<file path="config.mk">
export PLATFORM = sky130hd
export DESIGN_NAME = epw_pwm_top
export DESIGN_NICKNAME = d
export VERILOG_FILES = /design/src/epw_pwm_top.v
export VERILOG_INCLUDE_DIRS = /design/src /design/src/src
export SDC_FILE = /design/constraint.sdc
export NUM_CORES = 1
export LEC_CHECK = 0
export BUFFER_PORTS_ARGS = -buffer_cell sky130_fd_sc_hd__buf_2
export CAP_MARGIN = 10
export CORE_ASPECT_RATIO = 1.75
export CORE_UTILIZATION = 55
export CTS_CLUSTER_SIZE = 8
export DETAILED_ROUTE_END_ITERATION = 12
export PLACE_DENSITY = 0.79
export REMOVE_ABC_BUFFERS = 1
export SYNTH_ARGS = -nofsm -noshare
export SYNTH_HDL_FRONTEND = slang
export SYNTH_SLANG_ARGS = --single-unit
</file>
<file path="constraint.sdc">
create_clock -name clk -period 3 [get_ports clk]
set_clock_uncertainty 0.1 [all_clocks]
set_input_delay 0.15 -clock clk [delete_from_list [all_inputs] [get_ports clk]]
set_output_delay 0.15 -clock clk [all_outputs]
set_load 0.01 [all_outputs]
</file>
<file path="src/epw_regs.vh">
// Register map, field positions, reset values and encodings of the enhanced PWM block.
// Assumes a byte-addressed AXI4-Lite slave with one 32-bit word per register.
`ifndef EPW_REGS_VH
`define EPW_REGS_VH

// ----------------------------------------------------------------
// Register byte offsets
// ----------------------------------------------------------------
`define EPW_OFF_COUNT 6'h00
`define EPW_OFF_TCTRL 6'h04
`define EPW_OFF_PERIOD 6'h08
`define EPW_OFF_DUTYLO 6'h0C
`define EPW_OFF_DUTYHI 6'h10
`define EPW_OFF_CHCTRL 6'h14
`define EPW_OFF_ASCTRL 6'h18
`define EPW_OFF_DBCFG 6'h1C
`define EPW_OFF_FLAGS 6'h20
`define EPW_OFF_MASK 6'h24
`define EPW_OFF_PINDIR 6'h28

// ----------------------------------------------------------------
// Reset values
// ----------------------------------------------------------------
`define EPW_RST_PERIOD 8'hFF
`define EPW_RST_ZERO 8'h00
`define EPW_RST_PINDIR 4'hF

// ----------------------------------------------------------------
// Field positions
// ----------------------------------------------------------------
`define EPW_TC_RUN 2
`define EPW_TC_PRE_HI 1
`define EPW_TC_PRE_LO 0
`define EPW_TC_POST_HI 6
`define EPW_TC_POST_LO 3
`define EPW_CC_CFG_HI 7
`define EPW_CC_CFG_LO 6
`define EPW_CC_DC_HI 5
`define EPW_CC_DC_LO 4
`define EPW_CC_MODE_HI 3
`define EPW_CC_MODE_LO 0
`define EPW_AS_STAT 7
`define EPW_AS_SRC_HI 6
`define EPW_AS_SRC_LO 4
`define EPW_AS_AC_HI 3
`define EPW_AS_AC_LO 2
`define EPW_AS_BD_HI 1
`define EPW_AS_BD_LO 0
`define EPW_DB_RESTART 7
`define EPW_DB_CNT_HI 6
`define EPW_FL_OVF 1
`define EPW_FL_SHUT 0

// ----------------------------------------------------------------
// Encodings and bus answers
// ----------------------------------------------------------------
`define EPW_CFG_SINGLE 2'h0
`define EPW_CFG_FWD 2'h1
`define EPW_CFG_HALF 2'h2
`define EPW_CFG_REV 2'h3
`define EPW_RESP_OK 2'h0
`define EPW_RESP_ERR 2'h2

`endif
</file>
<file path="src/epw_pwm_top.v">
// Enhanced PWM channel: period timer, duty compare, dead band, auto-shutdown.
// Assumes clk is the instruction clock and fault/comparator inputs are asynchronous.
//
// Behaviour
// - Any reset makes every PWM pin an input and returns all registers to defaults.
// - The PWM period comes from the period register, which resets to all ones.
// - The duty value is the low duty byte joined with control bits 5 and 4.
// - In half-bridge mode the dead band comes from delay config bits 6 to 0.
// - Delay config bit 7 enables automatic restart after the shutdown cause ends.
// - Shutdown status sits at bit 7 of shutdown control and software may write it.
// - A three-bit source field picks the fault pin and comparators for shutdown.
// - Two two-bit fields give the shutdown state of pairs A/C and B/D.
// - Control top bits give output configuration, low four bits give mode/polarity.
// - Timer control bits 1:0 pick the prescale and bit 2 runs the timer.
// - Timer overflow sets flag bit 1 of the flag register, which software clears.
// - Source codes: 0 off, 1 cmp1, 2 cmp2, 3 either, 4 pin, 5-7 pin or comparators.
// - Pair state codes: 00 drive low, 01 drive high, 1x tri-state.
// - With restart the status clears when the cause ends, else software clears it.
// - Outputs leave shutdown only at the start of the next PWM period.
//
// Local design decisions: the placing of the registers and the AXI4-Lite slave port.
`timescale 1ns/100ps
`include "epw_regs.vh"

module epw_pwm_top (
  // Clock and reset
  input wire clk,
  input wire reset,
  // AXI4-Lite write
  input wire [5:0] s_axi_awaddr,
  input wire s_axi_awvalid,
  output reg s_axi_awready,
  input wire [31:0] s_axi_wdata,
  input wire [3:0] s_axi_wstrb,
  input wire s_axi_wvalid,
  output reg s_axi_wready,
  output reg [1:0] s_axi_bresp,
  output reg s_axi_bvalid,
  input wire s_axi_bready,
  // AXI4-Lite read
  input wire [5:0] s_axi_araddr,
  input wire s_axi_arvalid,
  output reg s_axi_arready,
  output reg [31:0] s_axi_rdata,
  output reg [1:0] s_axi_rresp,
  output reg s_axi_rvalid,
  input wire s_axi_rready,
  // Fault sources
  input wire faultInputPin,
  input wire comparator1,
  input wire comparator2,
  // PWM pins, index 0..3 = a, b, c, d
  output reg [3:0] pwmOut,
  output reg [3:0] pwmOe,
  // Interrupt
  output reg irq
);

  // ----------------------------------------------------------------
  // Helpers
  // ----------------------------------------------------------------
  // Drive level of a pair in shutdown; 1x means tri-state
  function shutLevel;
    input [1:0] sel;
    begin
      shutLevel = sel[0];
    end
  endfunction

  // Pin level from an active flag and an active-low polarity bit
  function polarize;
    input act;
    input invert;
    begin
      polarize = act ^ invert;
    end
  endfunction

  // ----------------------------------------------------------------
  // Registers
  // ----------------------------------------------------------------
  reg [7:0] periodTimerCount_reg, periodTimerPeriod_reg, dutyCycleLow_reg, dutyCycleHigh_reg;
  reg [6:0] periodTimerControl_reg;
  reg [7:0] channelControl_reg, autoShutdownControl_reg, deadbandRestartConfig_reg;
  reg [1:0] peripheralFlagReg1_reg, irqMask_reg, dutyFine_reg;
  reg [3:0] pinDirection_reg, prescale_reg, postscale_reg;
  reg shutHold_reg, rawPrev_reg;
  reg [6:0] deadband_reg;
  reg [2:0] syncA_reg, syncB_reg;

  // ----------------------------------------------------------------
  // Fault input synchronisers
  // ----------------------------------------------------------------
  // Two stages each; only stage B feeds logic
  always @(posedge clk) begin
    if (reset) begin
      syncA_reg <= 3'h0;
      syncB_reg <= 3'h0;
    end else begin
      syncA_reg <= {faultInputPin, comparator2, comparator1};
      syncB_reg <= syncA_reg;
    end
  end

  // ----------------------------------------------------------------
  // Bus decode
  // ----------------------------------------------------------------
  wire wrFire = s_axi_awvalid && s_axi_wvalid && !s_axi_awready && !s_axi_bvalid;
  wire wrByte = wrFire && s_axi_wstrb[0];
  wire [7:0] wrData = s_axi_wdata[7:0];
  wire rdFire = s_axi_arvalid && !s_axi_arready && !s_axi_rvalid;

  // Address hit for a write of the low byte
  function wrHit;
    input [5:0] off;
    input [5:0] addr;
    begin
      wrHit = (addr == off);
    end
  endfunction

  wire wCount = wrByte && wrHit(`EPW_OFF_COUNT, s_axi_awaddr);
  wire wTctrl = wrByte && wrHit(`EPW_OFF_TCTRL, s_axi_awaddr);
  wire wPeriod = wrByte && wrHit(`EPW_OFF_PERIOD, s_axi_awaddr);
  wire wDutyLo = wrByte && wrHit(`EPW_OFF_DUTYLO, s_axi_awaddr);
  wire wChctrl = wrByte && wrHit(`EPW_OFF_CHCTRL, s_axi_awaddr);
  wire wAsctrl = wrByte && wrHit(`EPW_OFF_ASCTRL, s_axi_awaddr);
  wire wDbcfg = wrByte && wrHit(`EPW_OFF_DBCFG, s_axi_awaddr);
  wire wFlags = wrByte && wrHit(`EPW_OFF_FLAGS, s_axi_awaddr);
  wire wMask = wrByte && wrHit(`EPW_OFF_MASK, s_axi_awaddr);
  wire wPindir = wrByte && wrHit(`EPW_OFF_PINDIR, s_axi_awaddr);

  // ----------------------------------------------------------------
  // Period timer
  // ----------------------------------------------------------------
  wire timerRun = periodTimerControl_reg[`EPW_TC_RUN];
  wire [1:0] preSel = periodTimerControl_reg[`EPW_TC_PRE_HI:`EPW_TC_PRE_LO];
  wire [3:0] postSel = periodTimerControl_reg[`EPW_TC_POST_HI:`EPW_TC_POST_LO];
  // prescale decode: 1, 4 or 16
  wire [3:0] preTop = (preSel == 2'h0) ? 4'h0 : (preSel == 2'h1) ? 4'h3 : 4'hF;
  wire tick = timerRun && (prescale_reg == preTop);
  wire periodEnd = tick && (periodTimerCount_reg == periodTimerPeriod_reg);
  wire overflow = periodEnd && (postscale_reg == postSel);

  // Timer, prescaler and postscaler; a count write also clears the prescaler
  always @(posedge clk) begin
    if (reset) begin
      periodTimerCount_reg <= `EPW_RST_ZERO;
      prescale_reg <= 4'h0;
      postscale_reg <= 4'h0;
    end else if (wCount) begin
      periodTimerCount_reg <= wrData;
      prescale_reg <= 4'h0;
    end else if (timerRun) begin
      prescale_reg <= tick ? 4'h0 : prescale_reg + 4'h1;
      if (periodEnd) begin
        periodTimerCount_reg <= 8'h00;
        postscale_reg <= overflow ? 4'h0 : postscale_reg + 4'h1;
      end else if (tick) begin
        periodTimerCount_reg <= periodTimerCount_reg + 8'h01;
      end
    end
  end

  // Fine duty bits come from the prescaler phase, as far as it is divided
  wire [1:0] fine = (preSel == 2'h0) ? 2'h0 :
                    (preSel == 2'h1) ? prescale_reg[1:0] : prescale_reg[3:2];

  // ----------------------------------------------------------------
  // Shutdown source and status
  // ----------------------------------------------------------------
  wire [2:0] srcSel = autoShutdownControl_reg[`EPW_AS_SRC_HI:`EPW_AS_SRC_LO];
  wire cause = (srcSel[0] && syncB_reg[0]) || (srcSel[1] && syncB_reg[1]) ||
               (srcSel[2] && syncB_reg[2]);
  wire status = autoShutdownControl_reg[`EPW_AS_STAT];
  wire restartEn = deadbandRestartConfig_reg[`EPW_DB_RESTART];

  // Control registers; status bit set by a cause wins over any write
  always @(posedge clk) begin
    if (reset) begin
      // defaults leave the channel out of PWM mode with no pin driven
      periodTimerControl_reg <= 7'h00;
      periodTimerPeriod_reg <= `EPW_RST_PERIOD;
      dutyCycleLow_reg <= `EPW_RST_ZERO;
      channelControl_reg <= `EPW_RST_ZERO;
      autoShutdownControl_reg <= `EPW_RST_ZERO;
      deadbandRestartConfig_reg <= `EPW_RST_ZERO;
      irqMask_reg <= 2'h0;
      pinDirection_reg <= `EPW_RST_PINDIR;
    end else begin
      if (wTctrl) periodTimerControl_reg <= wrData[6:0];
      if (wPeriod) periodTimerPeriod_reg <= wrData;
      if (wDutyLo) dutyCycleLow_reg <= wrData;
      if (wChctrl) channelControl_reg <= wrData;
      if (wDbcfg) deadbandRestartConfig_reg <= wrData;
      if (wMask) irqMask_reg <= wrData[1:0];
      if (wPindir) pinDirection_reg <= wrData[3:0];
      if (wAsctrl) autoShutdownControl_reg[6:0] <= wrData[6:0];
      // software write, ignored while a cause is present
      if (cause)
        autoShutdownControl_reg[`EPW_AS_STAT] <= 1'b1;
      else if (wAsctrl)
        autoShutdownControl_reg[`EPW_AS_STAT] <= wrData[`EPW_AS_STAT];
      // automatic clear once the cause is gone
      else if (restartEn)
        autoShutdownControl_reg[`EPW_AS_STAT] <= 1'b0;
    end
  end

  // ----------------------------------------------------------------
  // Duty latch and period hold of shutdown
  // ----------------------------------------------------------------
  // ten-bit duty, latched at period start so edits never glitch a period
  wire [9:0] dutyNow = {dutyCycleHigh_reg, dutyFine_reg};
  always @(posedge clk) begin
    if (reset) begin
      dutyCycleHigh_reg <= `EPW_RST_ZERO;
      dutyFine_reg <= 2'h0;
      shutHold_reg <= 1'b0;
    end else begin
      if (periodEnd) begin
        dutyCycleHigh_reg <= dutyCycleLow_reg;
        dutyFine_reg <= channelControl_reg[`EPW_CC_DC_HI:`EPW_CC_DC_LO];
      end
      // stay shut for any period begun while status is set
      if (status)
        shutHold_reg <= 1'b1;
      else if (periodEnd)
        shutHold_reg <= 1'b0;
    end
  end
  wire shutNow = status || shutHold_reg;

  // ----------------------------------------------------------------
  // Modulation and dead band
  // ----------------------------------------------------------------
  wire [3:0] mode = channelControl_reg[`EPW_CC_MODE_HI:`EPW_CC_MODE_LO];
  wire [1:0] cfg = channelControl_reg[`EPW_CC_CFG_HI:`EPW_CC_CFG_LO];
  // upper mode bits 11 select PWM
  wire pwmMode = (mode[3:2] == 2'h3);
  wire raw = ({periodTimerCount_reg, fine} < dutyNow);
  wire [6:0] dbCount = deadbandRestartConfig_reg[`EPW_DB_CNT_HI:0];

  // Counter restarts on every raw edge; the going-active output waits for it
  always @(posedge clk) begin
    if (reset) begin
      deadband_reg <= 7'h00;
      rawPrev_reg <= 1'b0;
    end else begin
      rawPrev_reg <= raw;
      if (raw != rawPrev_reg)
        deadband_reg <= 7'h00;
      else if (deadband_reg != dbCount)
        deadband_reg <= deadband_reg + 7'h01;
    end
  end
  wire dbDone = (raw == rawPrev_reg) && (deadband_reg == dbCount);

  // ----------------------------------------------------------------
  // Pin drive
  // ----------------------------------------------------------------
  reg [3:0] act, used, pinNext, oeNext;
  wire [1:0] stAc = autoShutdownControl_reg[`EPW_AS_AC_HI:`EPW_AS_AC_LO];
  wire [1:0] stBd = autoShutdownControl_reg[`EPW_AS_BD_HI:`EPW_AS_BD_LO];

  // Output mapping per configuration, then polarity, shutdown and direction
  always @* begin
    act = 4'h0;
    used = 4'h0;
    case (cfg)
      `EPW_CFG_SINGLE: begin
        act = {3'h0, raw};
        used = 4'h1;
      end
      `EPW_CFG_FWD: begin
        act = {raw, 2'h0, 1'b1};
        used = 4'hF;
      end
      `EPW_CFG_HALF: begin
        act = {2'h0, !raw && dbDone, raw && dbDone};
        used = 4'h3;
      end
      `EPW_CFG_REV: begin
        act = {1'b0, 1'b1, raw, 1'b0};
        used = 4'hF;
      end
      default: act = 4'h0;
    endcase
    // polarity: bit 1 inverts pair A/C, bit 0 inverts pair B/D
    pinNext[0] = polarize(act[0], mode[1]);
    pinNext[2] = polarize(act[2], mode[1]);
    pinNext[1] = polarize(act[1], mode[0]);
    pinNext[3] = polarize(act[3], mode[0]);
    oeNext = used;
    if (!pwmMode) begin
      pinNext = 4'h0;
      oeNext = 4'h0;
    end else if (shutNow) begin
      pinNext = {shutLevel(stBd), shutLevel(stAc), shutLevel(stBd), shutLevel(stAc)};
      oeNext = {!stBd[1], !stAc[1], !stBd[1], !stAc[1]} & used;
    end
    // direction bit set keeps the pin an input
    oeNext = oeNext & ~pinDirection_reg;
  end

  always @(posedge clk) begin
    if (reset) begin
      pwmOut <= 4'h0;
      pwmOe <= 4'h0;
    end else begin
      pwmOut <= pinNext;
      pwmOe <= oeNext;
    end
  end

  // ----------------------------------------------------------------
  // Event flags and interrupt
  // ----------------------------------------------------------------
  // overflow flag; write one clears, a same-cycle event wins
  wire shutRise = cause && !status;
  always @(posedge clk) begin
    if (reset) begin
      peripheralFlagReg1_reg <= 2'h0;
      irq <= 1'b0;
    end else begin
      peripheralFlagReg1_reg[`EPW_FL_OVF] <= overflow ||
        (peripheralFlagReg1_reg[`EPW_FL_OVF] && !(wFlags && wrData[`EPW_FL_OVF]));
      peripheralFlagReg1_reg[`EPW_FL_SHUT] <= shutRise ||
        (peripheralFlagReg1_reg[`EPW_FL_SHUT] && !(wFlags && wrData[`EPW_FL_SHUT]));
      irq <= |(peripheralFlagReg1_reg & irqMask_reg);
    end
  end

  // ----------------------------------------------------------------
  // AXI4-Lite slave
  // ----------------------------------------------------------------
  reg [7:0] rdByte;
  reg rdOk;
  // Read mux; unmapped offsets answer with an error and zero data
  always @* begin
    rdOk = 1'b1;
    rdByte = 8'h00;
    case (s_axi_araddr)
      `EPW_OFF_COUNT: rdByte = periodTimerCount_reg;
      `EPW_OFF_TCTRL: rdByte = {1'b0, periodTimerControl_reg};
      `EPW_OFF_PERIOD: rdByte = periodTimerPeriod_reg;
      `EPW_OFF_DUTYLO: rdByte = dutyCycleLow_reg;
      `EPW_OFF_DUTYHI: rdByte = dutyCycleHigh_reg;
      `EPW_OFF_CHCTRL: rdByte = channelControl_reg;
      `EPW_OFF_ASCTRL: rdByte = autoShutdownControl_reg;
      `EPW_OFF_DBCFG: rdByte = deadbandRestartConfig_reg;
      `EPW_OFF_FLAGS: rdByte = {6'h00, peripheralFlagReg1_reg};
      `EPW_OFF_MASK: rdByte = {6'h00, irqMask_reg};
      `EPW_OFF_PINDIR: rdByte = {4'h0, pinDirection_reg};
      default: rdOk = 1'b0;
    endcase
  end

  // Write address and data are taken together, one cycle after both are valid
  wire wrMapped = (s_axi_awaddr <= `EPW_OFF_PINDIR) && (s_axi_awaddr[1:0] == 2'h0);
  always @(posedge clk) begin
    if (reset) begin
      s_axi_awready <= 1'b0;
      s_axi_wready <= 1'b0;
      s_axi_bvalid <= 1'b0;
      s_axi_bresp <= `EPW_RESP_OK;
      s_axi_arready <= 1'b0;
      s_axi_rvalid <= 1'b0;
      s_axi_rresp <= `EPW_RESP_OK;
      s_axi_rdata <= 32'h00000000;
    end else begin
      s_axi_awready <= wrFire;
      s_axi_wready <= wrFire;
      if (wrFire) begin
        s_axi_bvalid <= 1'b1;
        s_axi_bresp <= wrMapped ? `EPW_RESP_OK : `EPW_RESP_ERR;
      end else if (s_axi_bready) begin
        s_axi_bvalid <= 1'b0;
      end
      s_axi_arready <= rdFire;
      if (rdFire) begin
        s_axi_rvalid <= 1'b1;
        s_axi_rdata <= {24'h000000, rdByte};
        s_axi_rresp <= rdOk ? `EPW_RESP_OK : `EPW_RESP_ERR;
      end else if (s_axi_rready) begin
        s_axi_rvalid <= 1'b0;
      end
    end
  end

endmodule

</file>
==> out/qor.csv <==
metric,value,unit
status,finished clean,
vias,5009,
numCtsBuffers,17,
fin_util,0.659,
required,3.20,ns
seqCellArea,2380,um^2
min_period,2.66,ns
fin_cells,858,
crit_fanout,10,
setup_slack,0.337,ns
first_iter_violations,308,
ff2ff_setup_slack,0.34,ns
die_area,11500,um^2
hp-class,in -> reg,
cts_tree,built,
relSlewSlack,0.354,
multi_input_comb_area,3330,um^2
clock_tree.buffer_depth,2,
finalSetupTns,0,ns
nFillCells,838,
pin_count,108,
ant_nets,0,
crit_type,reg -> reg,
synth_cell_type_count,69,
worst_r2r_path_depth,9,
cp_data_arrival_time,2.87,ns
report.final.hold_viol_count,0,
worstMarginPinSlew,0.960,ns
ys_ff_latch,119,
maxCapViolCount,0,
cts_sinks,119,
synthFlopType,dfxtp_1,
gp_congestion,0.876,
cts_resized,0,
fin_nets,786,
wl_met1,5660,um
cts_hold_buf,13,
clock_latency,0.41,ns
grt_first_pass_wirelength,25200,um
design_area,7050,um^2
wl_per_cell,18.0,um
hpwl,10900,um
grt_use_total,0.295,
num_rows,50,
period_share,0.888,
cts_setup_buffers,0,
synth_cells,658,
grt_setup_unrepaired,no,
synth_edf_count,0,
start_util,0.566,
p_total,4.11,mW
syn_avg_cell_area,9.21,um^2
whs_path_depth,3,
path_clk_slew,0.06,ns
met3WireLength,678,um
antenna_found_initial,0,
met2_wirelength,8400,um
die_h,141,um
cts-root-buf,clkbuf_16,
via_per_inst,5.84,
synthesis.area,6060,um^2
maxSlewViolCount,0,
cp-start-kind,flop,
place_area,6260,um^2
synth_seq_area_share,0.393,
port_buffers,54,
synth_warnings,0,
grt_pass1_vias,5092,
dr.max_layer_used,met4,
cellPowerDensity,583,nW/um^2
final-setup-viol-count,0,
whs,0.0261,ns
syn_to_final_growth,16.3,%
drive_gt1_frac,0.174,
grt_max_degree,87,
dp_cells,813,
ir_drop,0.513,mV
p_leak,2.77,nW
fp.coreArea,10700,um^2
wirelength,15400,um
die_x,81.3,um
crit_path_end_kind,flop,
drc_errors,0,
ys_async_sr_fraction,0,
clock.fmax,376,MHz
pre_cts_slack,0.401,ns
n_antenna_cell,0,
grt-ovfl-total,0,
dr.pass1.iters,5,
htreeDepth,4,
## cells by family after synthesis
family | Yosys count | synth area share
adders and majority gates | 13 | 0.0268
xor gates and xnor gates | 35 | 0.0506
muxes | 64 | 0.119
and+or+nand+nor | 248 | 0.221
other | 1 | 0.000619
buffers and inverters | 76 | 0.0731
DFF | 119 | 0.393
AOI/OAI and AO/OA | 102 | 0.116
## worst max-delay path, cell delays in order, from the launching register on
cell	delay, ns
dfxtp_1	0.55
o21ai_0	0.18
ha_1	0.30
o211ai_1	0.08
a211oi_1	0.29
a211oi_2	0.13
buf_4	0.17
nor3_1	0.18
mux2_2	0.36
o211a_1	0.22
## cell usage in the layout, fill, tap and decap left out, types with 3 or more instances in the layout
| cell | netlist | final |
|---|---|---|
| dfxtp_1 | 119 | 119 |
| nor2_1 | 80 | 80 |
| nand2_1 | 64 | 64 |
| mux2i_1 | 56 | 56 |
| buf_2 | 12 | 54 |
| a21oi_1 | 30 | 30 |
| conb_1 | 1 | 26 |
| xor2_1 | 18 | 18 |
| xnor2_1 | 17 | 17 |
| clkbuf_16 | 0 | 17 |
| o21ai_0 | 16 | 16 |
| nor3_1 | 16 | 16 |
| a22oi_1 | 15 | 15 |
| nor2b_1 | 15 | 15 |
| inv_1 | 13 | 13 |
| ha_1 | 13 | 13 |
| dlygate4sd3_1 | 0 | 13 |
| nand3_1 | 12 | 12 |
| nand4_1 | 8 | 8 |
| and3_1 | 7 | 7 |
| nor4_1 | 7 | 7 |
| a221oi_1 | 7 | 7 |
| nand2b_1 | 6 | 6 |
| mux4_2 | 6 | 6 |
| buf_4 | 28 | 6 |
| a31oi_1 | 5 | 5 |
| o211ai_1 | 5 | 5 |
| nor2_8 | 5 | 5 |
| bufinv_16 | 0 | 5 |
| nand3b_1 | 4 | 4 |
| a222oi_1 | 3 | 3 |
| o211a_1 | 3 | 3 |
| clkinv_2 | 0 | 3 |
## layout make-up
class,instances,share of cell area
Timing Repair Buffer,74,0.0660
Clock buffer,20,0.0648
Multi-Input combinational cell,488,0.472
Tap cell,130,0.0231
Clock inverter,12,0.0280
Inverter,15,0.00799
Sequential cell,119,0.338
## power breakdown
| part | internal (mW) | switching (mW) |
|---|---|---|
| Sequential | 1.60 | 0.0171 |
| Clock | 1.52 | 0.725 |
| Combinational | 0.0964 | 0.156 |
| Total | 3.21 | 0.898 |
## layer usage
metal  GRT usage  vias to the layer above
li1            -                     2377
met1       0.303                     2412
met2       0.517                      177
met3      0.0803                       43
met4       0.169                        0
met5           0                        -
## cells in the mapped netlist (16+ instances only)
cell	count	area, um^2
nor2_1	80	300
xnor2_1	17	149
mux2i_1	56	561
o21ai_0	16	80.1
a21oi_1	30	150
dfxtp_1	119	2380
nand2_1	64	240
nor3_1	16	80.1
buf_4	28	210
xor2_1	18	158
## path summary, 6_finish.rpt
kind,start,end
setup / recovery,periodTimerControl_reg[1],pwmOut[1]
hold / removal,s_axi_wdata[1],irqMask_reg[1]
setup reg to reg,periodTimerControl_reg[1],pwmOut[1]
hold reg to reg,pinDirection_reg[1],pwmOe[1]
No activity file was read; power rests on OpenSTA's default activity.
